## config.mk

```make
export PLATFORM = sky130hd
export DESIGN_NAME = aux_test_signal_mux_prbs
export DESIGN_NICKNAME = d
export VERILOG_FILES = /design/src/aux_test_pkg.sv /design/src/aux_pin_mux.sv /design/src/aux_test_signal_mux_prbs.sv
export VERILOG_INCLUDE_DIRS = /design/src /design/src/src
export SDC_FILE = /design/constraint.sdc
export NUM_CORES = 1
export LEC_CHECK = 0
export BUFFER_PORTS_ARGS = -buffer_cell sky130_fd_sc_hd__buf_2
export CORE_ASPECT_RATIO = 1.4
export CORE_MARGIN = 5
export CORE_UTILIZATION = 45
export CTS_CLUSTER_DIAMETER = 120
export CTS_CLUSTER_SIZE = 28
export DETAILED_ROUTE_END_ITERATION = 7
export PLACE_DENSITY = 0.74
export SLEW_MARGIN = 20
export SYNTH_ARGS = -nofsm -noshare
export SYNTH_HDL_FRONTEND = slang
export SYNTH_SLANG_ARGS = --single-unit
```

## constraint.sdc

```tcl
create_clock -name mclk_i -period 1.8 [get_ports mclk_i]
set_clock_uncertainty 0.05 [all_clocks]
set_input_delay 0.09 -clock mclk_i [delete_from_list [all_inputs] [get_ports mclk_i]]
set_output_delay 0.09 -clock mclk_i [all_outputs]
set_load 0.005 [all_outputs]
```

## src/aux_test_defs.svh

```systemverilog
// constants for the auxiliary test-signal mux and prbs framer
`ifndef AUX_TEST_DEFS_SVH
`define AUX_TEST_DEFS_SVH
`define SEL_TRISTATE   4'h0
`define SEL_DAC_REG    4'h1
`define SEL_CORR_ONE   4'h2
`define SEL_CORR_TWO   4'h3
`define SEL_MIN_LEVEL  4'h4
`define SEL_ADC_I      4'h5
`define SEL_ADC_Q      4'h6
`define SEL_ADC_IQ     4'h7
`define SEL_PROD_TEST  4'h8
`define SEL_SAM_CLK    4'h9
`define SEL_HIGH       4'hA
`define SEL_LOW        4'hB
`define SEL_TX_ACTIVE  4'hC
`define SEL_RX_ACTIVE  4'hD
`define SEL_SUBCARRIER 4'hE
`define SEL_TEST_BUS   4'hF
`define PRBS9_LEN      4'h9
`define PRBS15_LEN     4'hF
`define PRBS_SEED      15'h7FFF
`define SYNC_BYTE      8'hB2
`endif

```

## src/aux_test_pkg.sv

```systemverilog
// types for the auxiliary test-signal mux and prbs framer
package aux_test_pkg;
  typedef struct packed {
    logic [3:0] first_pin_source_select;
    logic [3:0] second_pin_source_select;
  } analog_test_control_t;

  typedef struct packed {
    logic       correlator_one_signal;
    logic       correlator_two_signal;
    logic       minimum_level_signal;
    logic       adc_i_sample;
    logic       adc_q_sample;
    logic       prod_test_signal;
    logic       sam_clock;
    logic       transmit_active;
    logic       receive_active;
    logic       subcarrier_detected;
    logic       test_bus_bit;
  } aux_sources_t;

  typedef struct packed {
    logic       prbs_enable;
    logic       prbs15_select;
    logic [3:0] preamble_bytes;
    logic       sync_enable;
    logic       start_bit_enable;
    logic       parity_enable;
  } prbs_config_t;

  typedef enum logic [2:0] {
    ST_IDLE     = 3'b000,
    ST_PREAMBLE = 3'b001,
    ST_SYNC     = 3'b010,
    ST_START    = 3'b011,
    ST_DATA     = 3'b100,
    ST_PARITY   = 3'b101
  } prbs_state_t;
endpackage

```

## src/aux_pin_mux.sv

```systemverilog
// one auxiliary pin source selector
`timescale 1ns/1ps
`include "aux_test_defs.svh"
module aux_pin_mux
  import aux_test_pkg::*;
(
  input  wire logic         [3:0] sel_i,
  input  wire logic         [7:0] dac_reg_i,
  input  wire aux_sources_t       src_i,
  output logic                    pin_o,
  output logic                    pin_oe_o,
  output logic                    dac_en_o,
  output logic              [7:0] dac_code_o
);
  logic [7:0] dac_v;

  always_comb
  begin
    pin_o    = 1'b0;
    pin_oe_o = 1'b1;
    dac_en_o = (sel_i >= `SEL_DAC_REG) && (sel_i <= `SEL_ADC_IQ);
    dac_v    = 8'h00;
    case (sel_i)
      `SEL_TRISTATE:   pin_oe_o = 1'b0;
      `SEL_DAC_REG:    dac_v = dac_reg_i;
      `SEL_CORR_ONE:   dac_v = {8{src_i.correlator_one_signal}};
      `SEL_CORR_TWO:   dac_v = {8{src_i.correlator_two_signal}};
      `SEL_MIN_LEVEL:  dac_v = {8{src_i.minimum_level_signal}};
      `SEL_ADC_I:      dac_v = {8{src_i.adc_i_sample}};
      `SEL_ADC_Q:      dac_v = {8{src_i.adc_q_sample}};
      `SEL_ADC_IQ:     dac_v = {{4{src_i.adc_i_sample}},
                                {4{src_i.adc_q_sample}}};
      `SEL_PROD_TEST:  pin_o = src_i.prod_test_signal;
      `SEL_SAM_CLK:    pin_o = src_i.sam_clock;
      `SEL_HIGH:       pin_o = 1'b1;
      `SEL_LOW:        pin_o = 1'b0;
      `SEL_TX_ACTIVE:  pin_o = src_i.transmit_active;
      `SEL_RX_ACTIVE:  pin_o = src_i.receive_active;
      `SEL_SUBCARRIER: pin_o = src_i.subcarrier_detected;
      `SEL_TEST_BUS:   pin_o = src_i.test_bus_bit;
      default:         pin_oe_o = 1'b0;
    endcase
    if (dac_en_o)
    begin
      pin_oe_o = 1'b0;
    end
  end

  assign dac_code_o = dac_v;
endmodule

```

## src/aux_test_signal_mux_prbs.sv

```systemverilog
// auxiliary pin test-signal routing and prbs transmit framer
`timescale 1ns/1ps
`include "aux_test_defs.svh"

// Functional notes
// - Each of the two auxiliary pins has its own 4-bit source selector.
// - Codes 0, 9 to 15 give tristate, sam clock, high, low and live signals.
// - Code 1 drives the pin's dac with its own test dac value.
// - Codes 2 to 7 drive the dac from correlators, min level and adc samples.
// - Code 8 routes the production test signal to the pin.
// - Prbs mode emits a prbs9 or prbs15 sequence as transmit data.
// - The sequence starts only once the send command is active.
// - Preamble, sync byte, start bit and parity are inserted per mode.
module aux_test_signal_mux_prbs
  import aux_test_pkg::*;
(
  input  wire logic                 mclk_i,
  input  wire logic                 rst_n_i,
  input  wire analog_test_control_t analog_test_control_i,
  input  wire logic           [7:0] test_dac_value_one_i,
  input  wire logic           [7:0] test_dac_value_two_i,
  input  wire aux_sources_t         sources_i,
  input  wire prbs_config_t         prbs_cfg_i,
  input  wire logic                 send_cmd_i,
  output logic                      auxiliary_pin_one_o,
  output logic                      auxiliary_pin_one_oe_o,
  output logic                      auxiliary_pin_two_o,
  output logic                      auxiliary_pin_two_oe_o,
  output logic                      dac_one_en_o,
  output logic                [7:0] dac_one_code_o,
  output logic                      dac_two_en_o,
  output logic                [7:0] dac_two_code_o,
  output logic                      prbs_tx_bit_o,
  output logic                      prbs_tx_valid_o
);
  // ----------------------------------------------------------------
  // aux pin muxes
  // ----------------------------------------------------------------
  logic [1:0] pin_c;
  logic [1:0] oe_c;
  logic [1:0] den_c;
  logic [7:0] dcode_c [2];
  logic [3:0] sel_c   [2];
  logic [7:0] dreg_c  [2];

  assign sel_c[0]  = analog_test_control_i.first_pin_source_select;
  assign sel_c[1]  = analog_test_control_i.second_pin_source_select;
  assign dreg_c[0] = test_dac_value_one_i;
  assign dreg_c[1] = test_dac_value_two_i;

  genvar g;
  generate
    for (g = 0; g < 2; g++)
    begin : g_pin
      aux_pin_mux u_mux (
        .sel_i      (sel_c[g]),
        .dac_reg_i  (dreg_c[g]),
        .src_i      (sources_i),
        .pin_o      (pin_c[g]),
        .pin_oe_o   (oe_c[g]),
        .dac_en_o   (den_c[g]),
        .dac_code_o (dcode_c[g])
      );
    end
  endgenerate

  always_ff @(posedge mclk_i or negedge rst_n_i)
  begin
    if (!rst_n_i)
    begin
      auxiliary_pin_one_o    <= 1'b0;
      auxiliary_pin_one_oe_o <= 1'b0;
      auxiliary_pin_two_o    <= 1'b0;
      auxiliary_pin_two_oe_o <= 1'b0;
      dac_one_en_o           <= 1'b0;
      dac_one_code_o         <= 8'h00;
      dac_two_en_o           <= 1'b0;
      dac_two_code_o         <= 8'h00;
    end
    else
    begin
      auxiliary_pin_one_o    <= pin_c[0];
      auxiliary_pin_one_oe_o <= oe_c[0];
      auxiliary_pin_two_o    <= pin_c[1];
      auxiliary_pin_two_oe_o <= oe_c[1];
      dac_one_en_o           <= den_c[0];
      dac_one_code_o         <= dcode_c[0];
      dac_two_en_o           <= den_c[1];
      dac_two_code_o         <= dcode_c[1];
    end
  end

  // ----------------------------------------------------------------
  // prbs framer
  // ----------------------------------------------------------------
  prbs_state_t state_q;
  prbs_state_t state_d;
  logic [14:0] lfsr_q;
  logic [3:0]  byte_cnt_q;
  logic [2:0]  bit_cnt_q;
  logic        par_q;
  logic        fb_c;
  logic        dbit_c;
  logic        run_c;
  logic [7:0]  sync_c;

  assign run_c  = prbs_cfg_i.prbs_enable;
  assign sync_c = `SYNC_BYTE;
  // prbs9: x^9+x^5+1, prbs15: x^15+x^14+1
  assign fb_c   = prbs_cfg_i.prbs15_select ?
                  (lfsr_q[14] ^ lfsr_q[13]) :
                  (lfsr_q[8] ^ lfsr_q[4]);
  assign dbit_c = prbs_cfg_i.prbs15_select ? lfsr_q[14] : lfsr_q[8];

  always_comb
  begin
    state_d = state_q;
    case (state_q)
      ST_IDLE:
        if (run_c && send_cmd_i)
        begin
          if (prbs_cfg_i.preamble_bytes != 4'h0)
            state_d = ST_PREAMBLE;
          else if (prbs_cfg_i.sync_enable)
            state_d = ST_SYNC;
          else if (prbs_cfg_i.start_bit_enable)
            state_d = ST_START;
          else
            state_d = ST_DATA;
        end
      ST_PREAMBLE:
        if (bit_cnt_q == 3'h7 &&
            byte_cnt_q == prbs_cfg_i.preamble_bytes - 4'h1)
          state_d = prbs_cfg_i.sync_enable ? ST_SYNC :
                    (prbs_cfg_i.start_bit_enable ? ST_START : ST_DATA);
      ST_SYNC:
        if (bit_cnt_q == 3'h7)
          state_d = prbs_cfg_i.start_bit_enable ? ST_START : ST_DATA;
      ST_START:
        state_d = ST_DATA;
      ST_DATA:
        if (bit_cnt_q == 3'h7)
          state_d = prbs_cfg_i.parity_enable ? ST_PARITY : ST_DATA;
      ST_PARITY:
        state_d = ST_DATA;
      default:
        state_d = ST_IDLE;
    endcase
    if (!run_c)
      state_d = ST_IDLE;
  end

  always_ff @(posedge mclk_i or negedge rst_n_i)
  begin
    if (!rst_n_i)
      state_q <= ST_IDLE;
    else
      state_q <= state_d;
  end

  always_ff @(posedge mclk_i or negedge rst_n_i)
  begin
    if (!rst_n_i)
    begin
      bit_cnt_q  <= 3'h0;
      byte_cnt_q <= 4'h0;
    end
    else if (state_q != state_d)
    begin
      bit_cnt_q  <= 3'h0;
      byte_cnt_q <= 4'h0;
    end
    else if (state_q != ST_IDLE)
    begin
      bit_cnt_q <= bit_cnt_q + 3'h1;
      if (bit_cnt_q == 3'h7)
        byte_cnt_q <= byte_cnt_q + 4'h1;
    end
  end

  always_ff @(posedge mclk_i or negedge rst_n_i)
  begin
    if (!rst_n_i)
      lfsr_q <= `PRBS_SEED;
    else if (state_q == ST_IDLE)
      lfsr_q <= `PRBS_SEED;
    else if (state_q == ST_DATA)
      lfsr_q <= {lfsr_q[13:0], fb_c};
  end

  always_ff @(posedge mclk_i or negedge rst_n_i)
  begin
    if (!rst_n_i)
      par_q <= 1'b1;
    else if (state_q == ST_DATA)
      par_q <= (bit_cnt_q == 3'h0) ? ~dbit_c : par_q ^ dbit_c;
  end

  always_ff @(posedge mclk_i or negedge rst_n_i)
  begin
    if (!rst_n_i)
    begin
      prbs_tx_bit_o   <= 1'b0;
      prbs_tx_valid_o <= 1'b0;
    end
    else
    begin
      prbs_tx_valid_o <= (state_q != ST_IDLE);
      case (state_q)
        ST_PREAMBLE: prbs_tx_bit_o <= 1'b0;
        ST_SYNC:     prbs_tx_bit_o <= sync_c[3'h7 - bit_cnt_q];
        ST_START:    prbs_tx_bit_o <= 1'b0;
        ST_DATA:     prbs_tx_bit_o <= dbit_c;
        ST_PARITY:   prbs_tx_bit_o <= par_q;
        default:     prbs_tx_bit_o <= 1'b0;
      endcase
    end
  end
endmodule
```

==> results of run 1 <==
==> state kept, by name, indices dropped and copies added (netlist names) <==
register,cells
state_q,3
byte_cnt_q,4
prbs_tx_bit_o,1
auxiliary_pin_two_o,1
par_q,1
prbs_tx_valid_o,1
dac_two_en_o,1
dac_two_code_o,8
dac_one_code_o,8
dac_one_en_o,1
auxiliary_pin_one_oe_o,1
auxiliary_pin_one_o,1
lfsr_q,15
auxiliary_pin_two_oe_o,1
bit_cnt_q,3
==> cells in the final DEF (no fill, tap or decap), types with 3 or more instances in the layout <==
cell type      count
a21oi_1           11
a31oi_1           15
buf_2             70
ha_1               7
mux2i_1            8
o21ai_0           10
nand2b_1           3
nand3b_1           3
nor3_1             9
inv_1             21
buf_4              5
nand2_1           23
nor2_1            31
nand3_1            7
xor2_1             7
clkbuf_8           6
xnor2_1            4
dfrtp_1           34
dlygate4sd3_1     20
dfstp_2           16
a21o_1            13
==> worst min path at each step <==
stage                                         from                   to  cells after the start
after floorplan                            rst_n_i  auxiliary_pin_one_o                      0
after global placement                     rst_n_i    dac_two_code_o[4]                      1
after detailed placement                   rst_n_i    dac_two_code_o[4]                      1
after CTS                 analog_test_control_i[6]  auxiliary_pin_one_o                      3
after global routing                 prbs_cfg_i[7]            lfsr_q[0]                      4
final                                prbs_cfg_i[7]            lfsr_q[0]                      4
==> cell usage after synthesis, types with 2 or more instances <==
library cell  number  area share
a21boi_0           2      0.0057
a21o_1            13       0.037
a21oi_1           12       0.023
a31oi_1           15       0.036
buf_2              4      0.0076
clkbuf_1           8       0.011
dfrtp_1           34        0.32
dfstp_2           16        0.16
ha_1               8       0.038
inv_1             21       0.030
inv_2              2      0.0029
mux2i_1            8       0.030
nand2_1           23       0.033
nand2b_1           3      0.0071
nand3_1            7       0.013
nand3b_1           3      0.0086
nor2_1            31       0.044
nor3_1            10       0.019
nor3b_1            2      0.0057
o21ai_0           10       0.019
o21ai_2            2      0.0067
o22ai_1            2      0.0048
or3_1              2      0.0048
xnor2_1            4       0.013
xor2_1             7       0.023
==> timing repair <==
action,CTS,global route
endpoints found under the hold margin,31,0
pin swaps,0,1
endpoints found under the setup margin,1,7
hold buffers,20,0
gates resized for setup,2,2
==> logic make-up after synthesis <==
| family | share of synthesized area |
|---|---|
| multiplexers | 0.0347 |
| adder cells (fa/ha/maj) | 0.0381 |
| AO/OA/AOI/OAI | 0.167 |
| XOR/XNOR | 0.0452 |
| buffers and inverters | 0.0533 |
| flip-flops | 0.483 |
| AND/OR/NAND/NOR | 0.179 |
==> worst max-delay path: stages, from the launching register on <==
cell,delay [ps]
dfrtp_1,410
ha_1,210
ha_2,210
a311o_1,280
o21ai_2,80
nand4b_4,170
nor3_1,210
==> power groups by stage <==
stage          sequential, W  combinational (W)  clock, W
3_3_place_gp         0.00126           0.000455         0
6_report             0.00124           0.000498  0.000681
4_1_cts              0.00124           0.000502  0.000713
5_1_grt              0.00125           0.000566  0.000758
2_1_floorplan        0.00126           0.000252         0
3_5_place_dp         0.00126           0.000465         0
==> per-layer routing <==
metal | up-vias | global-route usage | share of wire
met5 | - | 0 | 0
met4 | 0 | 0.0712 | 0.025
met3 | 9 | 0.0469 | 0.071
met2 | 68 | 0.284 | 0.50
met1 | 1035 | 0.193 | 0.41
li1 | 1112 | - | -
==> stage by stage <==
stage | hold slack [ps] | cells
after floorplan | -256 | 271
after global placement | 55.6 | 405
after detailed placement | 62.3 | 405
after CTS | 39.4 | 433
after global routing | 57.9 | 433
final | 39.9 | 433
==> layout make-up <==
cell class | instances | area [um2] | share of cell area
Sequential cell | 50 | 1270 | 0.373
Multi-Input combinational cell | 185 | 1240 | 0.363
Timing Repair Buffer | 97 | 628 | 0.184
Tap cell | 70 | 87.6 | 0.0257
Inverter | 23 | 86.3 | 0.0253
Clock buffer | 6 | 82.6 | 0.0242
Clock inverter | 2 | 16.3 | 0.00477
==> impl_results.md, run 1 <==
* Crit path DAT at 1860 ps
* CP Launch Point: bit_cnt_q[0]
* Core Area at 5780 um2
* Switching Share at 0.274
* Die extent in x at 74.6 um
* CP max FO at 7
* H-tree depth at 2
* Internal power at 0.00176 W
* Reg clk slew, reported paths at 90 ps
* Max-slew violation count at 0
* Synth async-reset ratio at 1.00
* Worst R2R End: bit_cnt_q[2]
* # diodes at 0
* Gpl congestion at 0.897
* Clk pwr share at 0.281
* CTS tree: done
* First-pass DRT Iterations at 4
* Number of setup buffers added after CTS at 0
* Startpoint Class: flop
* DR WL/cell at 13.2 um
* Fill cells at 504
* Termination of the worst setup path: bit_cnt_q[2]
* Maximum vdd ir drop at 0.504 mV
* Status: finished, final reports clean
* R2R Setup Slk at 100 ps
* CTS Buffer Depth at 2
* P per Cell Area at 710 nW/um2
* CTS Sinks at 50
* Synth-to-Final Area Change at 29.6%
* Mean Syn Cell Area at 9.70 um2
* Share of cells above drive strength 1 at 0.325
* FF-to-FF path depth at 6
* Starting Density at 0.455
* Final Worst Setup Slack at 104 ps
* Unrepaired setup endpoints after global routing: false
* Fin nets at 417
* # DRC at 0
* Iteration-0 DRC Markers at 54
* Remaining Overflow, GRT at 0
* Post-detail-place hpwl at 4190 um
* Initial antenna violation count at 0
* First-pass GRT wire length at 9770 um
* Synth warn at 0
* Site row count at 33
* Design Power at 0.00242 W
* Finished Core Util at 0.590
* Fin crit period at 1700 ps
* Register share of total power at 0.513
* Post-DRT Antenna Nets at 0
* Hold Crit Class: in2reg
* Clock root buffer: clkbuf_8
* Design area at 3410 um2
* Comb pwr share at 0.206
* GRT Total Usage at 0.167
* P_leak at 1.80 nW
* CTS buffer count at 5
* Setup crit end kind: flop
* Cell variety after synth at 47
* Worst-Skew Late Latency at 300 ps
* DIE HEIGHT at 100 um
* Hold Fails Final Rpt at 0
* Slew HR at 0.553
* Switching pwr at 0.000662 W
* Largest net degree at the start of global routing at 33
* Setup TNS at 0 ps
* Crit Path Class: reg2reg
* Mapped Nets at 326
* Ports at 71
* IO Port Bufs at 70
* Seq/Total Area, Yosys at 0.483
* Final period util at 0.942
* Synth Register Bits at 50
* Number of global-route vias before repair at 2,237
* Placement Cell Area at 3090 um2
* Post-Syn Area at 2630 um2
* Fmax at 590 MHz
* Worst r2r src: bit_cnt_q[0]
* Post-synth EDFFs at 0
* Worst path required time at 1970 ps
* Final Setup Violations at 0
* Actual slew at the worst max-slew pin at 669 ps
* Syn Inst Count at 271
* Vias per std cell at 5.14
* Predominant post-synthesis flop cell: dfrtp_1
* MaxCap Viol Count at 0
* Via count at 2,224
* Die area at 7490 um2
* Dpl ws at 5.54 ps
* Drt total wl at 5740 um
Note: power is estimated with default switching activity, not from simulation.
==> run 2: changes to the inputs <==
ABC_AREA = 1   (was unset)
==> impl_results.md, run 2 <==
* Initial antenna violation count at 0 (unchanged)
* Startpoint Class: flop (unchanged)
* Cell count of the worst hold path at 3 (was 4)
* Post-Syn Area at 2660 um2 (was 2630 um2)
* CP dominant cell by count: nand2_2
* Unrepaired setup endpoints after global routing: true (was false)
* Predominant post-synthesis flop cell: dfrtp_1 (unchanged)
* H-tree depth at 2 (unchanged)
* Cell variety after synth at 33 (was 47)
* Synth Register Bits at 50 (unchanged)
* Seq/Total Area, Yosys at 0.477 (was 0.483)
* Synth top area share at 0.319 (was 0.324)
* Fin crit period at 1840 ps (was 1700 ps)
* Site row count at 33 (unchanged)
* Remaining Overflow, GRT at 0 (unchanged)
* CTS Sinks at 50 (unchanged)
* Slew HR at 0.598 (was 0.553)
* Most common cell in the netlist: nand2_1 (was dfrtp_1)
* Actual slew at the worst max-slew pin at 601 ps (was 669 ps)
* Worst Hold End: auxiliary_pin_one_o (was lfsr_q[0])
* Grt met3 use at 0.0449 (was 0.0469)
* Met2 Resource Use GR at 0.313 (was 0.284)
* Reg clk slew, reported paths at 90 ps (about the same)
* Multi-input logic area at 1200 um2 (was 1240 um2)
* Most instantiated cells after synthesis: nand2_1 (60), nand3_1 (46), inv_1 (45) (was dfrtp_1 (34), nor2_1 (31), nand2_1 (23))
* Max-slew violation count at 0 (unchanged)
* Setup TNS at -233 ps (was 0 ps)
* Top cells by area, synth: dfrtp_1 (32%), dfstp_2 (16%), nand3_1 (8.6%) (was dfrtp_1 (32%), dfstp_2 (16%), nor2_1 (4.4%))
* CP max FO at 7 (unchanged)
* Hold Startpoint: analog_test_control_i[6] (was prbs_cfg_i[7])
* Post-detail-place hpwl at 4780 um (was 4190 um)
* P per Cell Area at 708 nW/um2 (was 710 nW/um2)
* DIE HEIGHT at 101 um (was 100 um)
* Ports at 71 (unchanged)
* Gpl congestion at 0.898 (was 0.897)
* Largest register by flop count: lfsr_q (unchanged)
* Busiest grt layer: met2 (unchanged)
* Yosys top cell by area: dfrtp_1 (unchanged)
* P_leak at 1.95 nW (was 1.80 nW)
* Die area at 7580 um2 (was 7490 um2)
* Design Power at 0.00249 W (was 0.00242 W)
* Regs by FF count: lfsr_q: 15 flops, dac_one_code_o: 8 flops, dac_two_code_o: 8 flops (unchanged)
* R2R Setup Slk at -40 ps (was 100 ps)
* Share of cells above drive strength 1 at 0.333 (was 0.325)
* GRT Total Usage at 0.181 (was 0.167)
* Worst path required time at 1980 ps (was 1970 ps)
* Final Setup Violations at 7 (was 0)
* Die extent in x at 75.0 um (was 74.6 um)
* Most frequent cells in the layout: buf_2 (70), nand2_1 (57), nand3_1 (46) (was buf_2 (70), dfrtp_1 (34), nor2_1 (31))
* Crit Path Class: reg2reg (unchanged)
* Post-synth EDFFs at 0 (unchanged)
* Fill cells at 511 (was 504)
* Worst r2r src: bit_cnt_q[0] (unchanged)
* Number of global-route vias before repair at 2,529 (was 2,237)
* IO Port Bufs at 70 (unchanged)
* Synth-to-Final Area Change at 32.1% (was 29.6%)
* Maximum vdd ir drop at 0.437 mV (was 0.504 mV)
* Largest net degree at the start of global routing at 43 (was 33)
* Via count at 2,468 (was 2,224)
* Syn Inst Count at 320 (was 271)
* Iteration-0 DRC Markers at 132 (was 54)
* Status: finished with violations (was finished, final reports clean)
* Failing checks: negative setup slack
* Mapped Nets at 375 (was 326)
* FF/Latch Area at 1270 um2 (unchanged)
* Fmax at 543 MHz (was 590 MHz)
* Starting Density at 0.458 (was 0.455)
* # diodes at 0 (unchanged)
* Hold Fails Final Rpt at 0 (unchanged)
* Clock root buffer: clkbuf_8 (unchanged)
* CTS Buffer Depth at 2 (unchanged)
* Worst R2R End: bit_cnt_q[0] (was bit_cnt_q[2])
* Dpl ws at -122 ps (was 5.54 ps)
* MaxCap Viol Count at 0 (unchanged)
* Setup crit end kind: flop (unchanged)
* Met1 Track Usage GR at 0.215 (was 0.193)
* CTS tree: done (unchanged)
* Crit path DAT at 2030 ps (was 1860 ps)
* Family with the most delay on the worst path: simple AND/OR/NAND/NOR gates (was adder cells)
* Mean Syn Cell Area at 8.32 um2 (was 9.70 um2)
* Max incr delay on CP at 370 ps (was 410 ps)
* Final period util at 1.02 (was 0.942)
* Core Area at 5820 um2 (was 5780 um2)
* Synth warn at 0 (unchanged)
* Max FFs per register at 15 (unchanged)
* Design area at 3520 um2 (was 3410 um2)
* Synth async-reset ratio at 1.00 (unchanged)
* Hold Crit Class: in2reg (unchanged)
* Placement Cell Area at 3190 um2 (was 3090 um2)
* DR WL/cell at 12.8 um (was 13.2 um)
* Most common cell after layout, fill and taps aside: buf_2 (unchanged)
* FF-to-FF path depth at 14 (was 6)
* First-pass DRT Iterations at 5 (was 4)
* Vias per std cell at 5.00 (was 5.14)
* Drt total wl at 6300 um (was 5740 um)
* WP buf/inv at 0 (unchanged)
* Fin nets at 478 (was 417)
* # DRC at 0 (unchanged)
* Cell breakdown of the critical path: ha_2 > ha_4 > nand2_1 > nor2_1 > nand2_1 > nor2_2 > nand3_1 > nand2_2 > nand2_2 > nand2_2 > nand2_2 > nor2_4 > nand2_4 > nor2_2 (was ha_1 > ha_2 > a311o_1 > o21ai_2 > nand4b_4 > nor3_1)
* Critical-path top delay cell: dfrtp_1 (unchanged)
* First-pass GRT wire length at 10,800 um (was 9770 um)
* Final Worst Setup Slack at -40.6 ps (was 104 ps)
* Worst-Skew Late Latency at 300 ps (about the same)
* CTS buffer count at 5 (unchanged)
* Post-DRT Antenna Nets at 0 (unchanged)
[run 2: cell types whose count changed in the layout (fill, tap and decap cells not counted), moves of 6 or more]
cell / change
mux2i_1: -7
a21oi_1: -7
nor3_1: -9
a22oi_1: +13
nand2_2: +7
inv_2: +6
a31oi_1: -12
nand3_1: +39
nor2_1: -10
a21o_1: -13
buf_4: +6
nand2_1: +34
inv_1: +24
nor2_2: +8
[run 2: what timing repair did]
item	4_1_cts	5_1_grt
buffers inserted	0	0
hold buffers	19	0
resized for setup	4	4
setup endpoints to repair	7	7
endpoints found under the hold margin	54	0
pin swaps	3	2
[run 2: cell type report]
type	instances	area share
flip-flops and latches	50	0.361
multi-input cells	211	0.341
repair buffers	101	0.183
inverters	54	0.0583
well taps	70	0.0249
clock buffers	5	0.0196
clock inverters	3	0.0124
[run 2: worst reg2reg max path, stage by stage, from the launching register on]
cell and delay, ps:
dfrtp_1 370, ha_2 200, ha_4 150, nand2_1 50
nor2_1 80, nand2_1 60, nor2_2 140, nand3_1 100
nand2_2 80, nand2_2 60, nand2_2 60, nand2_2 60
nor2_4 110, nand2_4 110, nor2_2 100
[run 2: how the worst max path moves through the flow]
stage | from | to | slack (ps) | cells after the start
after floorplan | bit_cnt_q[0] | bit_cnt_q[0] | 20 | 14
after global placement | bit_cnt_q[0] | byte_cnt_q[2] | -30 | 14
after detailed placement | bit_cnt_q[0] | bit_cnt_q[0] | -120 | 14
after CTS | bit_cnt_q[0] | bit_cnt_q[0] | -20 | 14
after global routing | bit_cnt_q[0] | byte_cnt_q[1] | -180 | 14
final | bit_cnt_q[0] | bit_cnt_q[0] | -40 | 14
[run 2: cell families after synthesis]
kind of cell,share of synthesized area
AOI/OAI and AO/OA,0.108
xor gates and xnor gates,0.0230
adders and majority gates,0.0376
buffers and inverters,0.0841
DFF,0.477
muxes,0.00376
and+or+nand+nor,0.267
[run 2: stage by stage]
stage / utilization / hold WS [ps] / instances
after floorplan: - / -256 / 320
final: 0.604 / 11.4 / 494
after global routing: 0.604 / 17.3 / 494
after detailed placement: 0.547 / -83.5 / 467
after CTS: 0.602 / 9.31 / 494
after global placement: 0.547 / -86.8 / 467
[run 2: where the power goes]
part | internal [W] | total [W] | switching, W
Combinational | 0.000210 | 0.000472 | 0.000262
Sequential | 0.00119 | 0.00123 | 0.0000321
Clock | 0.000417 | 0.000790 | 0.000374
Total | 0.00182 | 0.00249 | 0.000668
[run 2: metal layers]
layer	wire length, um	vias to the layer above
met4	132	0
met3	496	12
met1	2450	1125
met2	3220	89
li1	-	1242
met5	0	-
==> run 3: changes to the inputs <==
TNS_END_PERCENT = 50   (was unset)
==> impl_results.md, run 3 (synthesized netlist as in run 2, its figures left out) <==
* # diodes at 0 (unchanged)
* Maximum vdd ir drop at 0.437 mV (unchanged)
* Slew HR at 0.598 (unchanged)
* H-tree depth at 2 (unchanged)
* Synth-to-Final Area Change at 32.1% (unchanged)
* Critical-path top delay cell: dfrtp_1 (unchanged)
* DR WL/cell at 12.8 um (unchanged)
* Startpoint Class: flop (unchanged)
* Fin crit period at 1840 ps (unchanged)
* Die area at 7580 um2 (unchanged)
* Unrepaired setup endpoints after global routing: true (unchanged)
* Actual slew at the worst max-slew pin at 601 ps (unchanged)
* Switching pwr at 0.000668 W (unchanged)
* Metal3 WL at 496 um (unchanged)
* Comb pwr share at 0.190 (about the same)
* Gpl congestion at 0.898 (unchanged)
* Fmax at 543 MHz (unchanged)
* CTS Sinks at 50 (unchanged)
* Core Area at 5820 um2 (unchanged)
* Reg clk slew, reported paths at 90 ps (about the same)
* GRT Total Usage at 0.181 (unchanged)
* Worst-Skew Late Latency at 300 ps (about the same)
* Die extent in x at 75.0 um (unchanged)
* Hold Fails Final Rpt at 0 (unchanged)
* Number of global-route vias before repair at 2,529 (unchanged)
* Initial antenna violation count at 0 (unchanged)
* First-pass GRT wire length at 10,800 um (unchanged)
* # DRC at 0 (unchanged)
* Top Layer Used: met4 (unchanged)
* Internal power at 0.00182 W (unchanged)
* M1 WL at 2450 um (unchanged)
* Clk pwr share at 0.317 (about the same)
* CTS buffer count at 5 (unchanged)
* Ports at 71 (unchanged)
* Crit path DAT at 2030 ps (about the same)
* Register share of total power at 0.493 (about the same)
* Final Setup Violations at 7 (unchanged)
* Worst hold slack at 11.4 ps (unchanged)
* MaxCap Viol Count at 0 (unchanged)
* Largest register by flop count: lfsr_q (unchanged)
* Number of setup buffers added after CTS at 0 (unchanged)
* Max FFs per register at 15 (unchanged)
* CP max FO at 7 (unchanged)
* Status: finished with violations (unchanged)
* Final period util at 1.02 (unchanged)
* Share of cells above drive strength 1 at 0.333 (unchanged)
* First-pass DRT Iterations at 5 (unchanged)
* Max incr delay on CP at 370 ps (about the same)
* Fin nets at 478 (unchanged)
* Vias per std cell at 5.00 (unchanged)
* CTS Buffer Depth at 2 (unchanged)
* Drt total wl at 6300 um (unchanged)
* P_leak at 1.95 nW (unchanged)
* DIE HEIGHT at 101 um (unchanged)
* Cell breakdown of the critical path: ha_2 > ha_4 > nand2_1 > nor2_1 > nand2_1 > nor2_2 > nand3_1 > nand2_2 > nand2_2 > nand2_2 > nand2_2 > nor2_4 > nand2_4 > nor2_2 (unchanged)
* Dpl ws at -122 ps (unchanged)
* CP dominant cell by count: nand2_2 (unchanged)
* Hold Crit Class: in2reg (unchanged)
* Clock root buffer: clkbuf_8 (unchanged)
* Crit Path Class: reg2reg (unchanged)
* Worst path required time at 1980 ps (about the same)
* Max-slew violation count at 0 (unchanged)
* IO Port Bufs at 70 (unchanged)
* Iteration-0 DRC Markers at 132 (unchanged)
* CTS tree: done (unchanged)
* Switching Share at 0.268 (unchanged)
* P per Cell Area at 708 nW/um2 (unchanged)
* Post-DRT Antenna Nets at 0 (unchanged)
* Most common cell after layout, fill and taps aside: buf_2 (unchanged)
* Starting Density at 0.458 (unchanged)
* DR WL met2 at 3220 um (unchanged)
* Post-detail-place hpwl at 4780 um (unchanged)
* Failing checks: negative setup slack (unchanged)
* Remaining Overflow, GRT at 0 (unchanged)
* Via count at 2,468 (unchanged)
* Design Power at 0.00249 W (unchanged)
* Most frequent cells in the layout: buf_2 (70), nand2_1 (57), nand3_1 (46) (unchanged)
* Largest net degree at the start of global routing at 43 (unchanged)
* Setup crit end kind: flop (unchanged)
* Site row count at 33 (unchanged)
* Final Worst Setup Slack at -40.6 ps (unchanged)
* Setup TNS at -233 ps (unchanged)
* Regs by FF count: lfsr_q: 15 flops, dac_one_code_o: 8 flops, dac_two_code_o: 8 flops (unchanged)
==> run 3: path summary, 6_finish.rpt <==
check	start	end	slack, ps	depth (start not counted)
max	bit_cnt_q[0]	bit_cnt_q[0]	-40	14
min	analog_test_control_i[6]	auxiliary_pin_one_o	10	3
max reg2reg	bit_cnt_q[0]	bit_cnt_q[0]	-40	14
min reg2reg	lfsr_q[6]	lfsr_q[7]	440	2
max in group asynchronous	rst_n_i	par_q	1020	3
min in group asynchronous	rst_n_i	prbs_tx_valid_o	130	2
==> run 3: routing by layer <==
metal | global-route usage | up-vias
li1 | - | 1242
met4 | 0.0616 | 0
met3 | 0.0449 | 12
met2 | 0.313 | 89
met1 | 0.215 | 1125
met5 | 0 | -
==> run 3: power by group through the flow <==
stage | clock network, W | registers, W | logic (W)
after floorplan | 0 | 0.00125 | 0.000209
after global placement | 0 | 0.00124 | 0.000425
after detailed placement | 0 | 0.00124 | 0.000436
after CTS | 0.000819 | 0.00123 | 0.000472
after global routing | 0.000857 | 0.00123 | 0.000540
final | 0.000790 | 0.00123 | 0.000472
==> run 3: worst max-delay path: cells and delay by family, from the launching register on <==
| kind | cells | cell delay (ps) |
|---|---|---|
| flip-flops | 1 | 370 |
| adder cells (fa/ha/maj) | 2 | 350 |
| AND/OR/NAND/NOR | 12 | 1010 |
==> run 3: per-stage QoR <==
| stage | std cells | util | instance area [um2] |
|---|---|---|---|
| floorplan | 320 | - | 2660 |
| global placement | 467 | 0.547 | 3190 |
| detailed placement | 467 | 0.547 | 3190 |
| CTS | 494 | 0.602 | 3510 |
| global route | 494 | 0.604 | 3520 |
| finish | 494 | 0.604 | 3520 |
==> run 3: cell type report <==
cell class | count | area [um2]
Sequential cell | 50 | 1270
Tap cell | 70 | 87.6
Multi-Input combinational cell | 211 | 1200
Inverter | 54 | 205
Timing Repair Buffer | 101 | 643
Fill cell | 511 | 2300
Clock buffer | 5 | 68.8
Clock inverter | 3 | 43.8
==> run 3: repair_timing <==
action                                 in CTS  in global routing
hold buffers                               19                  0
endpoints found under the hold margin      54                  0
gates cloned                                0                  0
pin swaps                                   3                  2
setup endpoints to repair                   7                  7
gates resized for setup                     4                  4
